--- config.mk ---
export PLATFORM = sky130hd
export DESIGN_NAME = analog_out_status_word
export DESIGN_NICKNAME = d
export VERILOG_FILES = /design/src/status_word_pkg.sv /design/src/heartbeat_gen.sv /design/src/analog_out_status_word.sv
export SDC_FILE = /design/constraint.sdc
export NUM_CORES = 1
export LEC_CHECK = 0
export ABC_CLOCK_PERIOD_IN_PS = 2400
export BUFFER_PORTS_ARGS = -buffer_cell sky130_fd_sc_hd__buf_2
export CAP_MARGIN = 20
export CORE_MARGIN = 2
export CORE_UTILIZATION = 25
export DETAILED_ROUTE_END_ITERATION = 16
export SLEW_MARGIN = 10
export SYNTH_ARGS = -nofsm -noshare
export SYNTH_HDL_FRONTEND = slang
export SYNTH_SLANG_ARGS = --single-unit
export TNS_END_PERCENT = 5
--- constraint.sdc ---
create_clock -name mclk -period 2.4 [get_ports mclk]
set_input_delay 0.48 -clock mclk [delete_from_list [all_inputs] [get_ports mclk]]
set_output_delay 0.48 -clock mclk [all_outputs]
set_load 0.01 [all_outputs]
--- src/status_word_pkg.sv ---
`default_nettype none
package status_word_pkg;
    // ==========================================
    // Status word layout
    localparam logic [3:0] bit_busy = 4'h0;
    localparam logic [3:0] bit_rd_done = 4'h1;
    localparam logic [3:0] bit_wr_done = 4'h2;
    localparam logic [3:0] bit_invalid = 4'h3;
    localparam logic [3:0] bit_conv_err = 4'h4;
    localparam logic [3:0] bit_speed = 4'h5;
    localparam logic [3:0] bit_limit = 4'h8;
    localparam logic [3:0] bit_ext_pwr = 4'h9;
    localparam logic [3:0] bit_pulse = 4'hb;
    localparam logic [3:0] bit_ok = 4'hc;
    localparam logic [3:0] status_offset = 4'h1;
    localparam logic [15:0] status_reset = 16'h0000;
    // ==========================================
    // Timing
    localparam int clk_hz = 40000000;
    localparam int half_period_ms = 500;
    localparam int half_period_cycles = clk_hz / 1000 * half_period_ms;
    localparam int nv_gap_ms = 100;
    localparam int nv_gap_cycles = clk_hz / 1000 * nv_gap_ms;
endpackage
`default_nettype wire

--- src/heartbeat_gen.sv ---
`timescale 1ns/1ps
`default_nettype none
module heartbeat_gen #(
    parameter int half_cycles = status_word_pkg::half_period_cycles
) (
    input wire logic mclk,
    input wire logic rst_n,
    input wire logic hold,
    output logic pulse
);
    import status_word_pkg::*;

    typedef struct packed {
        logic [31:0] cnt;
        logic level;
    } hb_state_t;
    hb_state_t s_q, s_d;

    always_comb begin
        s_d = s_q;
        // Frozen during nonvolatile writes; phase resumes where it stopped
        if (!hold) begin
            if (s_q.cnt >= 32'(half_cycles - 1)) begin
                s_d.cnt = 32'h0;
                s_d.level = ~s_q.level;
            end else begin
                s_d.cnt = s_q.cnt + 32'h1;
            end
        end
    end

    always_ff @(posedge mclk or negedge rst_n) begin
        if (!rst_n) begin
            s_q <= '0;
        end else begin
            s_q <= s_d;
        end
    end

    assign pulse = s_q.level;
endmodule
`default_nettype wire

--- src/analog_out_status_word.sv ---
`timescale 1ns/1ps
`default_nettype none
// Contract
// - Busy, read-complete, write-complete bits 0..2 follow host block transfers.
// - Bit 3 sets on invalid write data, clears on later valid write.
// - Bit 4 sets on conversion error, clears on later valid write.
// - Faulty data is discarded; previous configuration is kept.
// - Bit 5 shows speed mode: low normal, high high-speed.
// - Bit 8 sets on out-of-limit data, clears on in-range data.
// - Bit 9 is high while external supply is present.
// - Bit 11 is a 1 Hz, 50 percent heartbeat.
// - Heartbeat pauses during nonvolatile write, resumes after.
// - Bit 12 sets on self-test pass, clears on internal error.
// - Nonvolatile-write command starts a timed nv_busy run; host spaces commands 100 ms.
// - Write data ignored unless host write-done notification is raised.
module analog_out_status_word
    import status_word_pkg::*;
#(
    parameter int half_cycles = status_word_pkg::half_period_cycles,
    parameter int nv_write_cycles = 1000
) (
    input wire logic mclk,
    input wire logic rst_n,
    input wire logic host_post_done,
    input wire logic block_write_instruction,
    input wire logic [15:0] write_data,
    input wire logic data_invalid,
    input wire logic conv_error,
    input wire logic data_over_limit,
    input wire logic speed_high,
    input wire logic ext_supply_on,
    input wire logic diag_pass,
    input wire logic diag_fail,
    input wire logic nv_write_cmd,
    input wire logic xfer_busy,
    input wire logic xfer_read_done,
    input wire logic xfer_write_done,
    output logic [15:0] module_status_word,
    output logic [15:0] config_word,
    output logic nv_busy
);
    import status_word_pkg::*;

    // ==========================================
    // State
    typedef struct packed {
        logic [15:0] status;
        logic [15:0] cfg;
        logic invalid;
        logic conv_err;
        logic limit;
        logic ok;
        logic nv_cmd_prev;
        logic nv_active;
        logic [31:0] nv_cnt;
    } sw_state_t;
    sw_state_t s_q, s_d;
    logic pulse;
    logic write_take;
    logic write_bad;

    // ==========================================
    // Helpers
    // Invalid or conversion-error data must never reach the configuration; over-limit data still does
    function automatic logic write_faulty(
        input logic invalid_in,
        input logic conv_in
    );
        return invalid_in || conv_in;
    endfunction

    // Sticky flag; an event in the same cycle as its clear wins
    function automatic logic sticky_flag(
        input logic flag_in,
        input logic set_in,
        input logic clr_in
    );
        logic flag_out;
        flag_out = flag_in;
        if (clr_in) begin
            flag_out = 1'b0;
        end
        if (set_in) begin
            flag_out = 1'b1;
        end
        return flag_out;
    endfunction

    // True on the last cycle of a timed run
    function automatic logic run_done(
        input logic [31:0] cnt_in,
        input int run_cycles
    );
        return cnt_in >= 32'(run_cycles - 1);
    endfunction

    // Reserved positions stay at their reset value of zero
    function automatic logic [15:0] pack_status(
        input logic busy_in,
        input logic rd_done_in,
        input logic wr_done_in,
        input logic invalid_in,
        input logic conv_in,
        input logic speed_in,
        input logic limit_in,
        input logic supply_in,
        input logic pulse_in,
        input logic ok_in
    );
        logic [15:0] word;
        word = status_reset;
        word[bit_busy] = busy_in;
        word[bit_rd_done] = rd_done_in;
        word[bit_wr_done] = wr_done_in;
        word[bit_invalid] = invalid_in;
        word[bit_conv_err] = conv_in;
        word[bit_speed] = speed_in;
        word[bit_limit] = limit_in;
        word[bit_ext_pwr] = supply_in;
        word[bit_pulse] = pulse_in;
        word[bit_ok] = ok_in;
        return word;
    endfunction

    // ==========================================
    // Heartbeat
    // Hold comes from a register, so the freeze starts one clock after the command
    heartbeat_gen #(.half_cycles(half_cycles)) u_hb (
        .mclk(mclk),
        .rst_n(rst_n),
        .hold(s_q.nv_active),
        .pulse(pulse)
    );

    // ==========================================
    // Next state
    always_comb begin
        s_d = s_q;

        // ==========================================
        // Write acceptance
        write_take = block_write_instruction && host_post_done;
        write_bad = write_faulty(data_invalid, conv_error);
        // Keep the old configuration rather than half-apply bad data
        if (write_take && !write_bad) begin
            s_d.cfg = write_data;
        end
        // Limit follows every taken write, faulty ones too
        if (write_take) begin
            s_d.limit = data_over_limit;
        end

        // ==========================================
        // Error and health flags
        s_d.invalid = sticky_flag(
            s_q.invalid,
            write_take && data_invalid,
            write_take && !write_bad
        );
        s_d.conv_err = sticky_flag(
            s_q.conv_err,
            conv_error,
            write_take && !write_bad
        );
        // Error wins over a pass seen in the same cycle
        s_d.ok = sticky_flag(
            s_q.ok,
            diag_pass && !diag_fail,
            diag_fail
        );

        // ==========================================
        // Nonvolatile write timer
        // Edge detect, so a held command starts one write only
        // A command edge during a run is dropped; spacing is the host's duty
        s_d.nv_cmd_prev = nv_write_cmd;
        if (s_q.nv_active) begin
            if (run_done(s_q.nv_cnt, nv_write_cycles)) begin
                s_d.nv_active = 1'b0;
                s_d.nv_cnt = 32'h0;
            end else begin
                s_d.nv_cnt = s_q.nv_cnt + 32'h1;
            end
        end else if (nv_write_cmd && !s_q.nv_cmd_prev) begin
            s_d.nv_active = 1'b1;
            s_d.nv_cnt = 32'h0;
        end

        // ==========================================
        // Status word
        // Mirrored transfer bits lag their inputs by one clock
        s_d.status = pack_status(
            xfer_busy,
            xfer_read_done,
            xfer_write_done,
            s_d.invalid,
            s_d.conv_err,
            speed_high,
            s_d.limit,
            ext_supply_on,
            pulse,
            s_d.ok
        );
    end

    // ==========================================
    // Registers
    always_ff @(posedge mclk or negedge rst_n) begin
        if (!rst_n) begin
            s_q <= '0;
        end else begin
            s_q <= s_d;
        end
    end

    // ==========================================
    // Outputs
    // All outputs come straight from the state register
    assign module_status_word = s_q.status;
    assign config_word = s_q.cfg;
    assign nv_busy = s_q.nv_active;
endmodule
`default_nettype wire

# Word level (Yosys, flattened, before mapping)
# Index checks and enable logic that the tools add are counted.
totals:
  register_bits: 97
  word_cells: 40
  out_inout_bits: 33
  input_bits: 31
op_classes:
  mux: 12
  n_bitwise: 2
  magnitude_cmp: 2
  addsub: 2
  reduce_logical: 11
ops:
  columns: ["cell", "n"]
  rows:
  - ["$mux 33", 2]
  - ["$add 32x1->32 const B", 2]
  - ["$mux 32", 2]
  - ["$ge 32x10->1 const B", 1]
  - ["$ge 32x25->1 const B", 1]
  - ["$mux 1", 8]
  - ["$logic_and 1x1->1", 5]
  - ["$logic_not 1->1", 3]
  - ["$not 1->1", 2]
  - ["$reduce_and 2->1", 1]
  - ["$reduce_bool 2->1", 1]
  - ["$logic_or 1x1->1", 1]

# Logic depth before layout (Yosys ltp)
# Gate-level depths: netlist of the first run.
logic_depth:
  depth_word: 5
  mapped_depth: 7
  mapped_depth_nobuf: 6

# Hierarchy
# A second synthesis of the first run with hierarchy kept.
hier_totals:
  hier_cells: 407
  hier_area_um2: 4420.5
by_module_without_submodules:
  columns: ["module", "cells_each", "area_per_inst_um2", "seq_area_each_um2", "instances"]
  rows:
  - ["analog_out_status_word", 213, 2576.2, 1501.4, 1]
  - ["heartbeat_gen", 194, 1844.3, 825.8, 1]

# Least setup slack after synthesis of the first run
# Ideal clock, no wire load.
synth_path:
  path_kind: "flip-flop to flip-flop"
  from: "reg u_hb.s_q[14] in the netlist's numbering"
  to: "reg u_hb.s_q[25] in the netlist's numbering"
  required_time_ns: 2.332
  stages_incl_launch_ff: 8
  slack_ns: 0.530
  setup_ns: 0.068
  synth_period_minus_slack_ns: 1.870
  n_path_buf: 2
  arrival_time_ns: 1.802
  cell_sequence: "dfrtp_1 and2_1 clkbuf_1 or4_4 o21ai_4 a21oi_4 buf_6 nor2_4"
synth_via:
  elab_chain_cells: 2
  elab_cells_between_ends: 3
synth_rtl:
  columns: ["element", "line", "text"]
  rows:
  - ["start: declaration", "heartbeat_gen.sv:17", "hb_state_t s_q, s_d;"]
  - ["start signal: assignment", "heartbeat_gen.sv:34", "s_q <= '0;"]
  - ["start signal: assignment", "heartbeat_gen.sv:36", "s_q <= s_d;"]
  - ["$add 32x1->32 or $ge 32x25->1 (tied branches)", "heartbeat_gen.sv:27, heartbeat_gen.sv:23", null]
  - ["$mux 32 *", "heartbeat_gen.sv:23", "if (s_q.cnt >= 32'(half_cycles - 1)) begin"]
# Every way passes the cells marked *; elsewhere a longest branch is shown, timed or not.
# A chain may end at the register's enable or synchronous reset.

# Worst setup path in the final report of the first run
layout_path:
  from: "reg u_hb.s_q[10] in the netlist's numbering"
  to: "reg u_hb.s_q[31] in the netlist's numbering"
# The elaborated chain is that of the path after synthesis.

==> run metrics, run 1 <==
reg2reg setup slack=between 0.2 and 0.25 ns; WL/cell=between 10 and 15 um; initial antenna violation count=0; Main synth FF type=dfrtp_1; sw power=around 1.1 mW; Nets=462; Post-Synth XOR/XNOR Area=under 10%; setup TNS=0 ns; crit share post-route=approximately nine tenths; post-synthesis mux area share=under 10%; most common cell after layout, fill and taps aside=dfrtp_1; Final HPWL DP=between 5 and 6 mm; vias=~2900; Post-Place Cell Area=about 0.0048 mm^2; Synth-to-Final Area Change=15.5%; fmax=around 0.46 GHz; Detailed Route WL=7.93 mm; area of the multi-input gates=roughly 0.0017 mm^2; YS warnings=0; max-capacitance violation count=0; worst slew pin tran=between 0.7 and 0.8 ns; vias in the first global route=2909; commonest cells after routing, fill and taps aside=dfrtp_1, buf_2, nand2_1, nor2_1, and2_1; Crit Path Class=flip-flop to flip-flop; area of the core=roughly 0.017 mm^2; CTS sink cnt=93; internal power=roughly 2.9 mW; die area=roughly 0.019 mm^2; clock tree from TritonCTS=done; Site Rows=48; first-pass GRT wire length=13.5 mm; fill count=1773; Worst setup SP type=flip-flop; Max VDD drop=just under 0.5 mV; hold buffers post-CTS=0; Compound-Gate Fraction of Synth Area=under 10%; routed vias/inst=4.41; Register Area=about 0.0023 mm^2; Global Route Usage Sum=between 8 and 9%; reg-to-reg endpoint=u_hb.s_q[31]; Synth Cell Area=0.00437 mm^2; pre-CTS setup slack=0.231 ns; CTS max path bufs=2; n_diodes=0; largest family of logic cells by synthesized area=simple AND/OR/NAND/NOR gates; remaining antenna violation count=0; Crit path arrival time=~2.4 ns; Post-synth EDFFs=0; final hold viol count=0; drt first pass iters=4; H-tree levels=3; Final setup viols=0; CP Data Required Time=around 2.7 ns; CTS Buf Count=9; total power=between 3 and 4 mW; die width=136 um; Post-route DRC=0; Seq pwr share=between 40% and 50%; die height=approximately 140 um; total gr overflow=0; Clock Skew=around 0.0078 ns; Reg2Reg Depth=6; Avg Inst Size Synth=around 11 um^2; port buffer count=57; CP Capture Type=flip-flop; finished layout cell area=between 0.005 and 0.006 mm^2; clk slew on worst S/H paths=around 0.06 ns; post-synth cell types=49; PostCTS Resize Cnt=0; minimum clock period=approximately 2.2 ns; P_leak=about 2.3 nW; RePlAce Congestion=about 0.85; Sw Share=between 20% and 30%; Clk pwr share=between 30% and 40%; clk_lat worst skew=0.34 ns; combinational power share=16.9%; #FFs+latches synth=93; Final Max Tran Viols=0; r2r startpoint=u_hb.s_q[10]; pin count of the biggest net entering global routing=55; Initial DRC Count=215; Hold/Removal Path Class=input pin to async pin; Synth Area in Simple Gates=22.9%; Max transition margin=between 50% and 60%; critical path fanouts, max=16; share of layout cells above drive strength 1=between 20% and 30%; Final Core Density=around 29%; sequential area share after synthesis=between 50% and 60%; Mapped Cells=between 300 and 400; RSZ-0062 raised after global routing=no; Final WS setup=around 0.25 ns; ys async rst share=100%; initial core utilization=between 20% and 30%; PwrDens=between 700 and 800 mW/mm^2; Setup Buffers After CTS=0; # IOs=64; Root Driver=clkbuf_16; Synth Area in Adders=less than 1%; outcome=complete, no violations
## routing by layer
metal	GRT usage (%)	vias to the layer above	wire (um)
li1	-	1392	-
met5	0	-	0
met4	2.20	0	61
met1	11.7	1431	3670
met3	3.02	8	389
met2	14.1	78	3810
## synth_stat cells (6+ instances only)
master,number,share of area (%)
a21oi_1,10,1.1
a31oi_1,6,0.86
and2_1,23,3.3
and3_1,8,1.1
buf_4,34,5.8
clkbuf_1,7,0.60
dfrtp_1,93,53
mux2_2,18,4.6
nand2_1,28,2.4
nand3_1,17,1.9
nand4_1,15,2.1
nor2_1,26,2.2
nor2_4,10,2.6
or3_1,6,0.86
xor2_1,20,4.0
## metrics by stage
| stage | hold WS [ns] | cells |
|---|---|---|
| 3_5_place_dp | 0.394 | 643 |
| 6_report | 0.118 | 659 |
| 2_1_floorplan | 0.184 | 394 |
| 3_3_place_gp | 0.387 | 643 |
| 4_1_cts | 0.132 | 659 |
| 5_1_grt | 0.154 | 659 |
## logic make-up (layout without fill, tap and decap cells)
group / count (synthesis) / count (layout)
and+or+nand+nor: 164 / 164
DFF: 93 / 93
buffers and inverters: 48 / 88
AOI/OAI and AO/OA: 38 / 38
xor gates and xnor gates: 24 / 24
muxes: 19 / 19
adders and majority gates: 2 / 2
other: 1 / 6
## power groups by stage
| stage | registers, mW | clock network [mW] | logic (mW) |
|---|---|---|---|
| 2_1_floorplan | 1.90 | 0 | 0.545 |
| 3_3_place_gp | 1.93 | 0 | 0.662 |
| 3_5_place_dp | 1.95 | 0 | 0.685 |
| 4_1_cts | 1.92 | 1.44 | 0.688 |
| 5_1_grt | 1.94 | 1.51 | 0.763 |
| 6_report | 1.92 | 1.39 | 0.675 |
## worst max-delay path, stage by stage, from the launching register on
cell and delay, ns:
dfrtp_1 0.43, o2111a_1 0.27, or4_4 0.49, o21ai_4 0.29, a21oi_4 0.24, buf_12 0.24
a21oi_1 0.11
## sequential cells by signal, indices dropped and copies added (netlist names)
register,cells
module_status_word,10
config_word,16
u_hb.s_q,32
nv_busy,1
u_hb.pulse,1
s_q,33
## cell type report
cell class	count	area share, %
clock buffers	12	4.88
clock inverters	4	0.942
inverters	5	0.372
multi-input cells	253	34.4
flip-flops and latches	93	46.1
well taps	225	5.58
repair buffers	67	7.68
## worst max path at each step
stage                       startpoint            to  slack, ns  cells after the start
after floorplan           u_hb.s_q[14]  u_hb.s_q[25]       0.53                      7
final                     u_hb.s_q[10]  u_hb.s_q[31]       0.25                      6
after global routing       u_hb.s_q[1]  u_hb.s_q[13]       0.03                      7
after global placement     u_hb.s_q[1]   u_hb.s_q[6]       0.28                      7
after CTS                  u_hb.s_q[1]  u_hb.s_q[13]       0.23                      7
after detailed placement   u_hb.s_q[1]  u_hb.s_q[13]       0.23                      7
(Power assumes the default switching activity.)
==> inputs of run 2 (changes only) <==
ABC_AREA = 1   (was unset)
==> run 2 against run 1 <==
Effect of this change:
- non-clock buffer count is 3 lower
- fmax increased by 11%
- sequential share of layout area decreased by 0.74 points
- largest power group unchanged
- largest cell class unchanged
==> run metrics, run 2 <==
fmax=0.518 GHz (+11%); total gr overflow=0 (unchanged); sequential area share after synthesis=52.8% (-0.50 points); remaining antenna violation count=0 (unchanged); Synth Cell Area=0.00441 mm^2 (+0.94%); Crit path arrival time=1.45 ns (-0.96 ns); WL/cell=10.6 um (-12%); Worst setup SP type=flip-flop; Avg Inst Size Synth=8.32 um^2 (-26%); fin cells=800 (+21%); PostCTS Resize Cnt=0 (unchanged); drt first pass iters=4 (unchanged); Root Driver=clkbuf_16; Post-synth top cells=nand2_1, dfrtp_1, nor2_1, inv_1, buf_4; critical path fanouts, max=17 (+1); minimum clock period=1.93 ns (-0.222 ns); clock tree from TritonCTS=done; Site Rows=48 (unchanged); Synth top area share=52.8% (-0.50 points); Final Max Tran Viols=0 (unchanged); n_diodes=0 (unchanged); Global Route Usage Sum=10.1% (+1.2 points); # IOs=64 (unchanged); Biggest register=s_q; Crit-path slowest cell=dfrtp_1; number of flip-flops in the largest register=33 (unchanged); critical path cell sequence=buf_4 -> buf_2; die area=0.0187 mm^2 (+0.91%); post-synth cell types=30 (-39%); setup TNS=0 ns (unchanged); share of layout cells above drive strength 1=17.0% (-11 points); vias in the first global route=3214 (+10%); Final HPWL DP=5.90 mm (+5.1%); vias=3196 (+9.9%); hold buffers post-CTS=1 (+1); CTS sink cnt=93 (unchanged); number of instances in the placed design=783 (+22%); Detailed Route WL=8.45 mm (+6.5%); clk slew on worst S/H paths=0.07 ns (about the same); die width=137 um (+0.46%); worst slew pin tran=0.558 ns (-0.155 ns); final hold viol count=0 (unchanged); initial core utilization=25.5% (+0.062 points); buffers and inverters on the worst path=2 (+1); outcome=complete, no violations; area of the core=0.0173 mm^2 (+0.70%); finished layout cell area=0.00513 mm^2 (+1.6%); PwrDens=793 mW/mm^2 (+0.43%); Synth-to-Final Area Change=16.3%; clk_lat worst skew=0.35 ns (about the same); Hold/Removal Path Class=input pin to flip-flop; Final setup viols=0 (unchanged); total power=4.07 mW (+2.1%); YS warnings=0 (unchanged); Initial DRC Count=173 (-20%); max incr delay on CP=0.70 ns (+0.21 ns); Final WS setup=0.468 ns (+0.222 ns); Post-Place Cell Area=0.00477 mm^2 (+0.24%); max-capacitance violation count=0 (unchanged); commonest cells after routing, fill and taps aside=nand2_1, dfrtp_1, nor2_1, inv_1, buf_2; CTS max path bufs=2 (unchanged); RePlAce Congestion=0.799 (-5.8%); CP Capture Type=primary output; CTS Buf Count=9 (unchanged); H-tree levels=3 (unchanged); Post-route DRC=0 (unchanged); Max transition margin=62.8% (+10 points); routed vias/inst=4.00 (-9.5%); Post-synth EDFFs=0 (unchanged); port buffer count=57 (unchanged); Hold WS=0.232 ns (+0.114 ns); first-pass GRT wire length=15.0 mm (+11%); Max VDD drop=0.395 mV (-19%); cell with the most instances after synthesis=nand2_1; #FFs+latches synth=93 (unchanged); initial antenna violation count=0 (unchanged); Final Core Density=29.7% (+0.27 points); crit share post-route=80.5% (-9.3 points); Area contributors post-synth=dfrtp_1, nand2_1, nor2_1, buf_4, inv_1; Crit Path Class=flip-flop to primary output; Setup Buffers After CTS=0 (unchanged); Main synth FF type=dfrtp_1; die height=137 um (+0.46%); most common cell after layout, fill and taps aside=nand2_1; RSZ-0062 raised after global routing=no; ys async rst share=100% (unchanged); post-synth top area cell=dfrtp_1; CP Data Required Time=1.92 ns (-0.74 ns); Mapped Cells=530 (+36%); Clock Skew=0.0101 ns (+0.00230 ns); P_leak=2.58 nW (+10%); pre-CTS setup slack=0.658 ns (+0.427 ns); pin count of the biggest net entering global routing=52 (-5.5%); Nets=603 (+31%); delay-heaviest family, CP=flip-flops
-- run 2: power by group --
| group | internal [mW] | switching, mW | total [mW] |
|---|---|---|---|
| Sequential | 1.72 | 0.131 | 1.86 |
| Combinational | 0.221 | 0.305 | 0.525 |
| Clock | 1.06 | 0.631 | 1.69 |
-- run 2: area by class of cell --
| class | instances | area (um^2) |
|---|---|---|
| fill | 1871 | 12200 |
| tap | 225 | 282 |
| clock buffer | 10 | 239 |
| clock inverter | 6 | 116 |
| sequential | 93 | 2330 |
| multi-input combinational | 335 | 1560 |
| timing repair buffer | 64 | 355 |
| inverter | 67 | 251 |
-- run 2: cells by family (layout without fill, tap and decap cells) --
kind of cell | after synthesis | in the layout | share of synthesized area (%)
AND/OR/NAND/NOR | 287 | 287 | 27.5
buffers and inverters | 107 | 147 | 12.3
flip-flops | 93 | 93 | 52.8
XOR/XNOR | 22 | 22 | 4.37
AO/OA/AOI/OAI | 16 | 16 | 1.96
adder cells (fa/ha/maj) | 2 | 2 | 0.567
multiplexers | 2 | 2 | 0.482
other | 1 | 6 | 0.0850
-- run 2: path summary, 6_finish.rpt --
path | from | to | slack [ns] | cells past startpoint
hold / removal | xfer_write_done | module_status_word[2] | 0.23 | 1
min in group asynchronous | rst_n | u_hb.s_q[30] | 0.49 | 2
max in group asynchronous | rst_n | s_q[31] | 1.25 | 3
setup reg to reg | u_hb.s_q[1] | u_hb.s_q[16] | 0.69 | 10
hold reg to reg | u_hb.pulse | module_status_word[11] | 0.41 | 0
setup / recovery | nv_busy | nv_busy | 0.47 | 2
-- run 2: per-layer routing --
layer	wire [um]	track usage [%]	part of all wire (%)
met5	0	0	0
met2	3770	16.4	45
met1	4200	12.8	50
met3	374	3.30	4.4
met4	103	3.09	1.2
==> inputs of run 3 (changes only) <==
ABC_CLOCK_PERIOD_IN_PS = 1800   (was 2400)
clock period = 1.8 ns   (was 2.4 ns; I/O delays follow)
==> run 3 against run 2 <==
Effect of this change:
- sequential share of layout area down 0.51 points
- hold slack worse by 0.12 ns
- first-iteration DRC count down 26%
- global-route usage about the same
- die area unchanged
- power up 33%
- final area up 1.1%
- sequential power up 33%
- non-clock buffer count up 5
- count of clock-buffer cells in the layout down 1
- largest cell class unchanged
- largest power group unchanged
==> run metrics, run 3 (synthesis gave the netlist of run 2 again) <==
Site Rows=48 (unchanged); fill count=1881 (+0.53%); Crit Path Class=flip-flop to primary output; Nets=608 (+0.83%); Worst setup SP type=flip-flop; Detailed Route WL=8.56 mm (+1.3%); Final Max Tran Viols=0 (unchanged); Root Driver=clkbuf_16; Clock Skew=0.00720 ns (-0.00290 ns); Final setup viols=0 (unchanged); most common cell after layout, fill and taps aside=nand2_1; routed vias/inst=4.04 (+1.1%); Max VDD drop=0.509 mV (+29%); first-pass GRT wire length=14.9 mm (-0.51%); Crit-path slowest cell=dfrtp_1; critical path cell sequence=buf_4 -> buf_2; Crit path arrival time=1.33 ns (-0.12 ns); total gr overflow=0 (unchanged); RePlAce Congestion=0.798 (about the same); vias=3250 (+1.7%); CTS max path bufs=2 (unchanged); clk slew on worst S/H paths=0.07 ns (about the same); CTS Buf Count=9 (unchanged); Global Route Usage Sum=10.2% (+0.035 points); outcome=complete, no violations; drt first pass iters=6 (+2); Biggest register=s_q; area of the core=0.0173 mm^2 (unchanged); critical path fanouts, max=11 (-6); final hold viol count=0 (unchanged); fin cells=805 (+0.63%); clock tree from TritonCTS=done; setup TNS=0 ns (unchanged); port buffer count=57 (unchanged); number of flip-flops in the largest register=33 (unchanged); GRT met2 Usage=15.6% (-0.83 points); Synth-to-Final Area Change=17.6%; vias in the first global route=3221 (+0.22%); RSZ-0062 raised after global routing=no; Initial DRC Count=128 (-26%); WL/cell=10.6 um (+0.66%); GRT met1 Usage=13.3% (+0.48 points); share of layout cells above drive strength 1=17.9% (+0.89 points); max incr delay on CP=0.59 ns (-0.11 ns); number of instances in the placed design=788 (+0.64%); H-tree levels=3 (unchanged); max-capacitance violation count=0 (unchanged); PwrDens=1040 mW/mm^2 (+31%); GR peak layer=met2; Register Area=0.00233 mm^2 (unchanged); CP Data Required Time=1.44 ns (-0.48 ns); CP Capture Type=primary output; CTS sink cnt=93 (unchanged); commonest cells after routing, fill and taps aside=nand2_1, dfrtp_1, nor2_1, inv_1, buf_2; remaining antenna violation count=0 (unchanged); fmax=0.592 GHz; die area=0.0187 mm^2 (unchanged); area of the multi-input gates=0.00156 mm^2 (+0.16%); die height=137 um (unchanged); crit share post-route=approximately 94%; Final HPWL DP=6.13 mm (+3.9%); n_diodes=0 (unchanged); initial core utilization=25.5% (unchanged); minimum clock period=about 1.7 ns; clk_lat worst skew=0.35 ns (about the same); P_leak=2.60 nW (+0.99%); die width=137 um (unchanged); Post-route DRC=0 (unchanged); pin count of the biggest net entering global routing=37 (-29%); Setup Buffers After CTS=0 (unchanged); Hold/Removal Path Class=input pin to flip-flop; met3 usage=2.93% (-0.37 points); # IOs=64 (unchanged); initial antenna violation count=0 (unchanged)
==> run 3: changes by cell type in the layout (fill, tap and decap cells not counted), sizes merged <==
cell,previous run,this run
buf,63,68
clkbuf,10,9
clkinvlp,0,1
==> run 3: worst paths after layout <==
| check | startpoint | cells after the start | slack, ns | to |
|---|---|---|---|---|
| setup / recovery | nv_busy | 2 | 0.11 | nv_busy |
| hold / removal | xfer_write_done | 1 | 0.11 | module_status_word[2] |
| setup reg to reg | u_hb.s_q[1] | 9 | 0.18 | u_hb.s_q[17] |
| hold reg to reg | u_hb.pulse | 0 | 0.41 | module_status_word[11] |
| max in group asynchronous | rst_n | 3 | 0.80 | module_status_word[1] |
| min in group asynchronous | rst_n | 2 | 0.48 | u_hb.s_q[26] |
==> run 3: timing repair <==
action	CTS	global route
hold buffers	1	0
setup endpoints to repair	0	12
gates resized for setup	0	2
hold endpoints to repair	26	0
==> run 3: critical path, delay by kind of cell (launching register included) <==
family   cells  cell delay [ns]
flops        1             0.59
buf+inv      2             0.39
==> run 3: metrics by stage <==
step | cell area (um^2) | power (mW) | util (%) | hold WS [ns] | setup WS [ns]
4_1_cts | 5180 | 5.50 | 30.0 | 0.0972 | 0.0643
6_report | 5190 | 5.41 | 30.0 | 0.112 | 0.111
3_5_place_dp | 4830 | 3.25 | 27.9 | 0.321 | 0.177
3_3_place_gp | 4830 | 3.24 | 27.9 | 0.316 | 0.228
2_1_floorplan | 4430 | 3.06 | - | 0.0644 | 0.396
5_1_grt | 5190 | 5.70 | 30.0 | 0.0944 | 0.00382
==> run 3: layout make-up <==
| type | instances | area share (%) |
|---|---|---|
| clock buffer | 9 | 4.34 |
| clock inverter | 7 | 2.31 |
| inverter | 67 | 4.85 |
| multi-input combinational | 335 | 30.1 |
| sequential | 93 | 44.8 |
| tap | 225 | 5.42 |
| timing repair buffer | 69 | 8.12 |
==> run 3: layer usage <==
metal | vias to the layer above | share of wire [%]
met5 | - | 0
li1 | 1682 | -
met1 | 1498 | 51
met3 | 11 | 4.5
met2 | 59 | 43
met4 | 0 | 1.8
==> run 3: power breakdown <==
| part | switching, mW | internal (mW) |
|---|---|---|
| registers | 0.171 | 2.30 |
| logic | 0.416 | 0.311 |
| clock network | 0.845 | 1.37 |
| total | 1.43 | 3.98 |
